### config.mk
export PLATFORM = sky130hd
export DESIGN_NAME = csi_ident_regs
export DESIGN_NICKNAME = d
export VERILOG_FILES = /design/src/hw/csi_pkg.sv /design/src/hw/csi_ident_regs.sv /design/src/hw/csi_ident_mem.sv
export VERILOG_INCLUDE_DIRS = /design/src /design/src/hw
export SDC_FILE = /design/constraint.sdc
export NUM_CORES = 1
export LEC_CHECK = 0
export BUFFER_PORTS_ARGS = -buffer_cell sky130_fd_sc_hd__buf_2
export CORE_MARGIN = 4
export CORE_UTILIZATION = 45
export DETAILED_ROUTE_END_ITERATION = 6
export PLACE_DENSITY = 0.74
export SKIP_CTS_REPAIR_TIMING = 1
export SLEW_MARGIN = 10
export SYNTH_ARGS = -nofsm -noshare
export SYNTH_HDL_FRONTEND = slang
export SYNTH_SLANG_ARGS = --single-unit
### constraint.sdc
create_clock -name clk -period 2.9 [get_ports clk]
set_clock_uncertainty 0.15 [all_clocks]
set_input_delay 0.29 -clock clk [delete_from_list [all_inputs] [get_ports clk]]
set_output_delay 0.29 -clock clk [all_outputs]
set_load 0.05 [all_outputs]
### src/hw/csi_map.svh
/*
  Register offsets, field positions, reset values and counts of the
  standard-mapping identifier register block.
  Assumes inclusion by bare name from the package and the main module.
*/
`ifndef CSI_MAP_SVH
`define CSI_MAP_SVH

`define CSI_ADDR_W 12
// register indices inside one buffer, byte address = 4 * index
`define CSI_IDX_BYTE0 2'h0
`define CSI_IDX_BYTE1 2'h1
`define CSI_IDX_BYTE2 2'h2
`define CSI_IDX_BYTE3 2'h3
// own control and status words, above the buffer space
`define CSI_CTL_ADDR 12'h100
`define CSI_STAT_ADDR 12'h104
`define CSI_CTL_GO 0
`define CSI_CTL_BUF_LSB 4
`define CSI_STAT_BUSY 0
`define CSI_STAT_LOST 1
`define CSI_STAT_DONE 2
`define CSI_STAT_EXT 3
// second identifier byte fields
`define CSI_B1_ID_MSB 7
`define CSI_B1_ID_LSB 5
`define CSI_B1_RTR 4
`define CSI_B1_IDE 3
// arbitration serialisation: 11 id bits, rtr or srr, ide
`define CSI_ARB_BITS 13
`define CSI_ARB_CNT_LAST 4'h0
`define CSI_ARB_CNT_INIT 4'hC
`define CSI_RECESSIVE 1'b1
`define CSI_RESP_OKAY 2'h0
`define CSI_RESP_SLVERR 2'h2
`define CSI_RST_WORD 32'h00000000
`define CSI_RST_ADDR 12'h000

`endif

### src/hw/csi_pkg.sv
/*
  Types of the standard-mapping identifier register block.
  Assumes csi_map.svh on the include path.
*/
`include "csi_map.svh"

package csi_pkg;

    // memory port sequencer
    typedef enum logic [2:0] {
        CSI_M_IDLE = 3'b000,
        CSI_M_RX1 = 3'b001,
        CSI_M_TX1 = 3'b010,
        CSI_M_TX2 = 3'b011,
        CSI_M_BRD = 3'b100
    } csi_mseq_type;

    // transmit arbitration sequencer
    typedef enum logic [1:0] {
        CSI_TX_IDLE = 2'b00,
        CSI_TX_FETCH = 2'b01,
        CSI_TX_SHIFT = 2'b10
    } csi_tx_type;

endpackage : csi_pkg

### src/hw/csi_ident_regs.sv
/*
  Per-buffer identifier registers in standard mapping, AXI4-Lite slave,
  receive capture from the protocol engine and MSB-first arbitration output.
  Assumes bit_tick and bus_rx_bit from the protocol engine synchronous to clk.
*/
// Design decision made here: the AXI4-Lite interface to the registers.
`timescale 1ns/10ps
`include "csi_map.svh"

module csi_ident_regs import csi_pkg::*; #(
    parameter int NUM_BUF = 8
) (
    input wire logic clk,
    input wire logic rst,
    input wire logic [`CSI_ADDR_W-1:0] s_axi_awaddr,
    input wire logic s_axi_awvalid,
    output logic s_axi_awready,
    input wire logic [31:0] s_axi_wdata,
    input wire logic [3:0] s_axi_wstrb,
    input wire logic s_axi_wvalid,
    output logic s_axi_wready,
    output logic [1:0] s_axi_bresp,
    output logic s_axi_bvalid,
    input wire logic s_axi_bready,
    input wire logic [`CSI_ADDR_W-1:0] s_axi_araddr,
    input wire logic s_axi_arvalid,
    output logic s_axi_arready,
    output logic [31:0] s_axi_rdata,
    output logic [1:0] s_axi_rresp,
    output logic s_axi_rvalid,
    input wire logic s_axi_rready,
    input wire logic rx_store,
    input wire logic [$clog2(NUM_BUF)-1:0] rx_buf,
    input wire logic [10:0] rx_frame_identifier,
    input wire logic rx_rtr,
    input wire logic rx_ide,
    input wire logic bit_tick,
    input wire logic bus_rx_bit,
    output logic tx_bit,
    output logic tx_active,
    output logic tx_ext_fmt,
    output logic arb_lost
);
    localparam int BUF_W = $clog2(NUM_BUF);
    localparam int MEM_AW = BUF_W + 2;

    csi_mseq_type mseq_reg;
    csi_tx_type tx_state_reg;
    logic awready_reg, wready_reg, bvalid_reg, arready_reg, rvalid_reg;
    logic [1:0] bresp_reg, rresp_reg;
    logic [31:0] rdata_reg, w_data_reg;
    logic [3:0] w_strb_reg;
    logic [`CSI_ADDR_W-1:0] aw_addr_reg, ar_addr_reg;
    logic rx_pend_reg, rx_rtr_reg, rx_ide_reg;
    logic [BUF_W-1:0] rx_buf_reg, tx_buf_reg;
    logic [10:0] rx_id_reg;
    logic tx_fetch_reg, first_reg, tx_bit_reg, tx_active_reg, ext_reg, lost_reg, done_reg;
    logic [`CSI_ARB_BITS-1:0] shift_reg;
    logic [3:0] cnt_reg;
    logic [7:0] byte0_reg;
    logic mem_we;
    logic [MEM_AW-1:0] mem_waddr, mem_raddr;
    logic [7:0] mem_wdata, mem_rdata;
    logic wr_go, rd_go, go_rx, go_tx, go_wr, go_rd;
    logic wr_in_buf, rd_in_buf, wr_is_ctl, ctl_go;
    logic [31:0] status_word, ctl_word;

    // address decode: buffer space is buf * 16 + index * 4
    assign wr_in_buf = (aw_addr_reg[11:8] == 4'h0) && (int'(aw_addr_reg[7:4]) < NUM_BUF);
    assign rd_in_buf = (ar_addr_reg[11:8] == 4'h0) && (int'(ar_addr_reg[7:4]) < NUM_BUF);
    assign wr_is_ctl = (aw_addr_reg[11:2] == 10'(`CSI_CTL_ADDR >> 2));
    // address and data both held, previous answer taken
    assign wr_go = !awready_reg && !wready_reg && !bvalid_reg;
    assign rd_go = !arready_reg && !rvalid_reg;
    // one memory user per cycle: receive capture first so no frame is dropped
    assign go_rx = (mseq_reg == CSI_M_IDLE) && rx_pend_reg;
    assign go_tx = (mseq_reg == CSI_M_IDLE) && !rx_pend_reg && tx_fetch_reg;
    assign go_wr = (mseq_reg == CSI_M_IDLE) && !rx_pend_reg && !tx_fetch_reg && wr_go;
    assign go_rd = (mseq_reg == CSI_M_IDLE) && !rx_pend_reg && !tx_fetch_reg && !wr_go && rd_go;
    assign ctl_go = go_wr && wr_is_ctl && w_strb_reg[0] && w_data_reg[`CSI_CTL_GO];
    assign status_word = {28'h0000000, ext_reg, done_reg, lost_reg, tx_active_reg};
    assign ctl_word = {24'h000000, 4'(tx_buf_reg), 4'h0};

    // memory port steering
    always_comb begin
        mem_we = 1'b0;
        mem_waddr = '0;
        mem_wdata = 8'h00;
        mem_raddr = '0;
        if (go_rx) begin
            mem_we = 1'b1;
            mem_waddr = {rx_buf_reg, `CSI_IDX_BYTE0};
            mem_wdata = rx_id_reg[10:3];
        end else if (mseq_reg == CSI_M_RX1) begin
            mem_we = 1'b1;
            mem_waddr = {rx_buf_reg, `CSI_IDX_BYTE1};
            mem_wdata = {rx_id_reg[2:0], rx_rtr_reg, rx_ide_reg, 3'h0};
        end else if (go_tx) begin
            mem_raddr = {tx_buf_reg, `CSI_IDX_BYTE0};
        end else if (mseq_reg == CSI_M_TX1) begin
            mem_raddr = {tx_buf_reg, `CSI_IDX_BYTE1};
        end else if (go_wr) begin
            mem_we = wr_in_buf && w_strb_reg[0];
            mem_waddr = {aw_addr_reg[BUF_W+3:4], aw_addr_reg[3:2]};
            mem_wdata = w_data_reg[7:0];
        end else if (go_rd) begin
            mem_raddr = {ar_addr_reg[BUF_W+3:4], ar_addr_reg[3:2]};
        end
    end

    csi_ident_mem #(
        .WIDTH(8),
        .DEPTH(NUM_BUF * 4),
        .AW(MEM_AW)
    ) u_mem (
        .clk(clk),
        .we(mem_we),
        .waddr(mem_waddr),
        .wdata(mem_wdata),
        .raddr(mem_raddr),
        .rdata(mem_rdata)
    );

    // write address and data capture; ready returns after the response is taken
    always_ff @(posedge clk or posedge rst) begin
        if (rst) begin
            awready_reg <= 1'b1;
            wready_reg <= 1'b1;
            aw_addr_reg <= `CSI_RST_ADDR;
            w_data_reg <= `CSI_RST_WORD;
            w_strb_reg <= 4'h0;
        end else begin
            if (s_axi_awvalid && awready_reg) begin
                aw_addr_reg <= s_axi_awaddr;
                awready_reg <= 1'b0;
            end else if (bvalid_reg && s_axi_bready) begin
                awready_reg <= 1'b1;
            end
            if (s_axi_wvalid && wready_reg) begin
                w_data_reg <= s_axi_wdata;
                w_strb_reg <= s_axi_wstrb;
                wready_reg <= 1'b0;
            end else if (bvalid_reg && s_axi_bready) begin
                wready_reg <= 1'b1;
            end
        end
    end

    // read address capture
    always_ff @(posedge clk or posedge rst) begin
        if (rst) begin
            arready_reg <= 1'b1;
            ar_addr_reg <= `CSI_RST_ADDR;
        end else if (s_axi_arvalid && arready_reg) begin
            ar_addr_reg <= s_axi_araddr;
            arready_reg <= 1'b0;
        end else if (rvalid_reg && s_axi_rready) begin
            arready_reg <= 1'b1;
        end
    end

    // memory sequencer and bus answers
    always_ff @(posedge clk or posedge rst) begin
        if (rst) begin
            mseq_reg <= CSI_M_IDLE;
            bvalid_reg <= 1'b0;
            bresp_reg <= `CSI_RESP_OKAY;
            rvalid_reg <= 1'b0;
            rresp_reg <= `CSI_RESP_OKAY;
            rdata_reg <= `CSI_RST_WORD;
            byte0_reg <= 8'h00;
        end else begin
            if (bvalid_reg && s_axi_bready) begin
                bvalid_reg <= 1'b0;
            end
            if (rvalid_reg && s_axi_rready) begin
                rvalid_reg <= 1'b0;
            end
            case (mseq_reg)
                CSI_M_IDLE: begin
                    if (go_rx) begin
                        mseq_reg <= CSI_M_RX1;
                    end else if (go_tx) begin
                        mseq_reg <= CSI_M_TX1;
                    end else if (go_wr) begin
                        bvalid_reg <= 1'b1;
                        bresp_reg <= (wr_in_buf || wr_is_ctl) ? `CSI_RESP_OKAY : `CSI_RESP_SLVERR;
                    end else if (go_rd) begin
                        if (rd_in_buf) begin
                            mseq_reg <= CSI_M_BRD; // memory read takes one more cycle
                        end else begin
                            rvalid_reg <= 1'b1;
                            rresp_reg <= `CSI_RESP_OKAY;
                            if (ar_addr_reg[11:2] == 10'(`CSI_STAT_ADDR >> 2)) begin
                                rdata_reg <= status_word;
                            end else if (ar_addr_reg[11:2] == 10'(`CSI_CTL_ADDR >> 2)) begin
                                rdata_reg <= ctl_word;
                            end else begin
                                rdata_reg <= `CSI_RST_WORD;
                                rresp_reg <= `CSI_RESP_SLVERR;
                            end
                        end
                    end
                end
                CSI_M_RX1: mseq_reg <= CSI_M_IDLE;
                CSI_M_TX1: begin
                    byte0_reg <= mem_rdata;
                    mseq_reg <= CSI_M_TX2;
                end
                CSI_M_TX2: mseq_reg <= CSI_M_IDLE;
                CSI_M_BRD: begin
                    rvalid_reg <= 1'b1;
                    rresp_reg <= `CSI_RESP_OKAY;
                    rdata_reg <= {24'h000000, mem_rdata};
                    mseq_reg <= CSI_M_IDLE;
                end
                default: mseq_reg <= CSI_M_IDLE;
            endcase
        end
    end

    // receive capture; a new store wins over the clear of the pending flag
    always_ff @(posedge clk or posedge rst) begin
        if (rst) begin
            rx_pend_reg <= 1'b0;
            rx_buf_reg <= '0;
            rx_id_reg <= 11'h000;
            rx_rtr_reg <= 1'b0;
            rx_ide_reg <= 1'b0;
        end else if (rx_store) begin
            rx_pend_reg <= 1'b1;
            rx_buf_reg <= rx_buf;
            rx_id_reg <= rx_frame_identifier;
            rx_rtr_reg <= rx_rtr;
            rx_ide_reg <= rx_ide;
        end else if (go_rx) begin
            rx_pend_reg <= 1'b0;
        end
    end

    // transmit: fetch two bytes, then drive the arbitration bits on each bit tick
    always_ff @(posedge clk or posedge rst) begin
        if (rst) begin
            tx_state_reg <= CSI_TX_IDLE;
            tx_fetch_reg <= 1'b0;
            tx_buf_reg <= '0;
            shift_reg <= '0;
            cnt_reg <= 4'h0;
            first_reg <= 1'b0;
            tx_bit_reg <= `CSI_RECESSIVE;
            tx_active_reg <= 1'b0;
            ext_reg <= 1'b0;
            lost_reg <= 1'b0;
            done_reg <= 1'b0;
        end else begin
            case (tx_state_reg)
                CSI_TX_IDLE: begin
                    // a start while busy is ignored, software polls the busy bit
                    if (ctl_go) begin
                        tx_state_reg <= CSI_TX_FETCH;
                        tx_fetch_reg <= 1'b1;
                        tx_buf_reg <= w_data_reg[`CSI_CTL_BUF_LSB +: BUF_W];
                        tx_active_reg <= 1'b1;
                        lost_reg <= 1'b0;
                        done_reg <= 1'b0;
                    end
                end
                CSI_TX_FETCH: begin
                    if (go_tx) begin
                        tx_fetch_reg <= 1'b0;
                    end
                    if (mseq_reg == CSI_M_TX2) begin
                        // srr stands in for rtr in extended format, both recessive
                        shift_reg <= {byte0_reg, mem_rdata[`CSI_B1_ID_MSB:`CSI_B1_ID_LSB],
                            mem_rdata[`CSI_B1_IDE] ? `CSI_RECESSIVE : mem_rdata[`CSI_B1_RTR],
                            mem_rdata[`CSI_B1_IDE]};
                        ext_reg <= mem_rdata[`CSI_B1_IDE];
                        cnt_reg <= `CSI_ARB_CNT_INIT;
                        first_reg <= 1'b1;
                        tx_state_reg <= CSI_TX_SHIFT;
                    end
                end
                CSI_TX_SHIFT: begin
                    if (bit_tick) begin
                        if (!first_reg && tx_bit_reg && !bus_rx_bit) begin
                            lost_reg <= 1'b1;
                            tx_bit_reg <= `CSI_RECESSIVE;
                            tx_active_reg <= 1'b0;
                            tx_state_reg <= CSI_TX_IDLE;
                        end else if (!first_reg && cnt_reg == `CSI_ARB_CNT_LAST) begin
                            done_reg <= 1'b1;
                            tx_bit_reg <= `CSI_RECESSIVE;
                            tx_active_reg <= 1'b0;
                            tx_state_reg <= CSI_TX_IDLE;
                        end else begin
                            tx_bit_reg <= shift_reg[`CSI_ARB_BITS-1];
                            shift_reg <= {shift_reg[`CSI_ARB_BITS-2:0], 1'b0};
                            if (!first_reg) begin
                                cnt_reg <= cnt_reg - 4'h1;
                            end
                            first_reg <= 1'b0;
                        end
                    end
                end
                default: tx_state_reg <= CSI_TX_IDLE;
            endcase
        end
    end

    assign s_axi_awready = awready_reg;
    assign s_axi_wready = wready_reg;
    assign s_axi_bvalid = bvalid_reg;
    assign s_axi_bresp = bresp_reg;
    assign s_axi_arready = arready_reg;
    assign s_axi_rvalid = rvalid_reg;
    assign s_axi_rresp = rresp_reg;
    assign s_axi_rdata = rdata_reg;
    assign tx_bit = tx_bit_reg;
    assign tx_active = tx_active_reg;
    assign tx_ext_fmt = ext_reg;
    assign arb_lost = lost_reg;
endmodule : csi_ident_regs

### src/hw/csi_ident_mem.sv
/*
  Identifier byte store: one write port, one read port, read data registered.
  Assumes a single clock; contents have no reset value.
*/
`timescale 1ns/10ps

module csi_ident_mem #(
    parameter int WIDTH = 8,
    parameter int DEPTH = 32,
    parameter int AW = 5
) (
    input wire logic clk,
    input wire logic we,
    input wire logic [AW-1:0] waddr,
    input wire logic [WIDTH-1:0] wdata,
    input wire logic [AW-1:0] raddr,
    output logic [WIDTH-1:0] rdata
);
    logic [WIDTH-1:0] mem_reg [DEPTH];

    // write and registered read, read-before-write on a shared address
    always_ff @(posedge clk) begin
        if (we) begin
            mem_reg[waddr] <= wdata;
        end
        rdata <= mem_reg[raddr];
    end
endmodule : csi_ident_mem

==> results.md <==
- The flow ran to the end, and the final reports show no timing, DRC or antenna violations.
- The region available for standard cell placement spans about 33000 µm².
- The count of final max-slew check failures is 0.
- After layout, the design draws a total of around 16000 µW.
- In the global route stage, overall resource usage came out at 18.4%.
- The synthesized netlist occupies a cell area of roughly 15000 µm².
- The routing usage on met3 is approximately 2.7%.
- Setup violations remaining at the end of the flow were counted as 0.
- The worst ir drop on vdd is around 800 µV.
- Power spread over the standard cell area amounts to around 910 nW/µm².
- For this run, design rule violations remaining after detail routing come to 0.
- The leakage power summed over all cells is slightly below 0.007 µW.
- Counting the buffers created by CTS gives 38.
- Summed over all layers, the global routing overflow is 0.
- The number of different library cells used by synthesis comes to 54.
- In the global route stage, met2 resource usage came out at about a third.
- The flip-flop and latch count after synthesis is 365.
- The finished layout holds ~1800 standard cells, fillers aside.
- Input and output buffers added on the ports amount to 73.
- Derived from the worst setup path, the maximum achievable clock frequency is about 360 MHz.
- The estimated wirelength of the detail-placed design is around 22 mm.
- The summed negative setup slack over all endpoints is 0 ns.
- In the finished design, the share of the clock period the worst path needs comes to between 90% and 100%.
- The H-tree depth is 2.
- The initialized floorplan defines 66 standard-cell rows.
- At the end of routability-driven placement, the weighted congestion stood at between 0.8 and 0.9.
- The number of instances in the placed design is 1680.
- The per-cell routed wire length is around 20 µm.
- The tightest hold path in the finished design has a slack of roughly 0.035 ns.
- The repair_antennas step left the layout with diodes totalling 0.
- The minimum setup slack among reg-to-reg paths is about 0.13 ns.
- The area overhead of the layout relative to synthesis is 19.7%.
- The routed design has between 30 and 40 mm of wire.
- The capturing element type of the critical path is a flip-flop.
- The TritonCTS clock tree is built.
- The share of the synthesized area in the top cell type is 51.4%.
- The global routing stage identified its most utilized layer as met2.
- The startpoint of the lowest-slack register-to-register path is mseq_reg[1].
- The maximum number of pins on one net before global-route repair is 84.
- Along the worst hold path, the cell count comes to 4.
- The clock sink count is approximately 370.
- The capture endpoint of the worst hold path is arb_lost.
- In the post-synthesis netlist, the biggest area contributors are edfxtp_1 51%, dfrtp_1 16%, nand2_1 6.2%.
- The actual transition at the worst max-transition pin is roughly 0.57 ns.
- Measured against its own limit, the worst slew margin works out to between 60% and 70%.
- In the final layout, the multi-input gates occupy between 4000 and 5000 µm².
- The cell count after synthesis is around 1100.
- The final critical-path required period is about 2.8 ns.
- The area used by sequential logic in the layout is 10400 µm².
- The width of the die is ~190 µm.
- The class of the worst hold path is in2reg.
- The clock passes through at most 3 buffers.
- The wire length of the first global-routing pass is ~52 mm.
- Summing the sequential cell areas from Yosys gives 69.4% of the chip area.
- The Yosys warning count is 0.
- The top fanout value on the critical path is 30.
- The cell count of the worst reg-to-reg path is 9.
- In the final layout, the share of cells above drive strength 1 is about 20%.
- The startpoint identified for the worst hold timing path is bus_rx_bit.
- In this run the vertical extent of the chip is approximately 190 µm.
- In this run the count of I/O pins placed on the die edge is approximately 130.
- Setup repair after global routing left no endpoint under its margin.
- The area of the die is 36200 µm².
- The via count of the first global-routing pass was just over 9000.
- The tool flagged a number of max-cap violations equal to 0.
- Averaged over all synthesized cells, the footprint is approximately 13 µm².
- The first-pass iteration count of the detailed router is 7.
- For this block, the via count after detailed routing is 9914.
- Data on the critical path is required at its endpoint by approximately 3.2 ns.
- The number of antenna violations at the first check in global routing is 0.
- The net total in the final layout is approximately 1400.
- For this configuration, the core starts out at a cell density of roughly 46%.
- The number of nets still failing antenna checks after routing is 0.
- The worst-skew pair later-pin latency is 0.53 ns.
- The count of endpoints failing hold in the final timing report is 0.
- The critical path data arrival time is slightly above 3 ns.
- The met1 capacity usage during global routing is between 20% and 30%.
- The clock transition at the register clock pins on the worst setup and hold paths after CTS is ~0.06 ns.
- The worst register-to-register path ends at u_mem.rdata[2].
- The cell at the root of the clock tree is clkbuf_16.
- The flip-flop count of the largest register after layout is ~260.
- The detailed router finished its first iteration with approximately 1100 violations.
- The cell taking the most area after synthesis is edfxtp_1.
- Using the TritonRoute via totals, the vias-per-cell ratio works out to between 5 and 6.
- The sort of element at the start of the critical path is a flip-flop.
- The setup path with the least slack is of type reg2reg.
- The filler cells instantiated in the layout total ~2600.
[cell type report]
type | count | share of cell area [%]
flip-flops and latches | 365 | 58.0
clock inverters | 18 | 0.964
well taps | 442 | 3.09
inverters | 16 | 0.356
multi-input cells | 711 | 23.0
repair buffers | 201 | 8.89
clock buffers | 51 | 5.70
[stage by stage]
step / setup WS, ns / area (µm²) / utilization [%]
after floorplan: 0.146 / 15100 / -
after global placement: 0.186 / 16200 / 49.4
after detailed placement: 0.200 / 16200 / 49.4
after CTS: 0.178 / 17400 / 53.1
after global routing: 0.0200 / 17900 / 54.8
final: 0.129 / 17900 / 54.8
[critical path, stage by stage (launching register included)]
cell and delay [ns]:
dfrtp_1 0.38, buf_4 0.17, nor3_1 0.25, and4_4 0.36
and2_4 0.31, buf_12 0.23, nand2_1 0.07, a31oi_1 0.25
nand4_1 0.28, nand4_1 0.22
[cells by family after synthesis]
logic type,count (synthesis),share of synthesized area (%)
AOI/OAI and AO/OA,124,5.70
xor gates and xnor gates,3,0.176
adders and majority gates,2,0.167
buffers and inverters,97,3.74
DFF,365,69.4
muxes,93,6.70
other,1,0.0251
and+or+nand+nor,463,14.1
[worst max-delay path by stage]
stage                            start                    to  slack [ns]  cells past startpoint
after global placement     mseq_reg[1]        u_mem.rdata[2]        0.19                      9
after floorplan           s_axi_bvalid  u_mem.mem_reg[10][0]        0.15                      6
after CTS                  mseq_reg[0]   u_mem.mem_reg[8][7]        0.18                      7
after detailed placement   mseq_reg[1]        u_mem.rdata[2]        0.20                      9
final                      mseq_reg[1]        u_mem.rdata[2]        0.13                      9
after global routing       mseq_reg[0]        u_mem.rdata[2]        0.02                      9
[cells in the final DEF, fill, tap and decap left out, types with 21 or more instances in the layout]
master	netlist	routed
nor2_1	58	57
mux2_2	54	54
clkbuf_16	0	39
nand2_1	248	248
o21ai_0	21	21
a32oi_1	22	22
buf_2	30	73
dlygate4sd3_1	0	55
dfrtp_1	97	97
nand4_1	26	26
mux2i_1	36	36
edfxtp_1	256	256
a31oi_1	28	28
buf_4	34	62
conb_1	1	26
nand3_1	80	80
[metal layers]
layer	wire length [µm]	up-vias	part of all wire, %
met2	17900	398	51
met3	2300	75	6.5
met5	0	-	0
li1	-	4511	-
met4	1110	0	3.1
met1	14100	4930	40
[synth_stat cells, drive strengths merged]
| master | number |
|---|---|
| edfxtp | 256 |
| nand2 | 249 |
| dfrtp | 97 |
| nand3 | 80 |
| buf | 70 |
| nor2 | 59 |
| mux2 | 57 |
| mux2i | 36 |
| a31oi | 28 |
| nand4 | 26 |
| a32oi | 22 |
| o21ai | 21 |
| a21oi | 16 |
| inv | 16 |
| clkbuf | 11 |
| a22oi | 9 |
| a21o | 8 |
| a22o | 8 |
| dfxtp | 8 |
| nand2b | 8 |
| and2 | 6 |
| nor3 | 6 |
| a222oi | 5 |
| nor4 | 5 |
| or3 | 5 |
| dfstp | 4 |
| nand3b | 4 |
| nor3b | 4 |
| nor2b | 3 |
| xnor2 | 3 |
| and3 | 2 |
| ha | 2 |
| nor4b | 2 |
| o21a | 2 |
| o22ai | 2 |
| a2bb2oi | 1 |
| and3b | 1 |
| and4 | 1 |
| conb | 1 |
| o22a | 1 |
| o31ai | 1 |
| or2 | 1 |
| or3b | 1 |
[where the power goes]
part           internal (µW)  total [µW]  switching [µW]
combinational           1340        4240            2900
sequential              6980        7440             463
clock                   2750        4670            1920
Note: power is estimated with default switching activity, not from simulation.
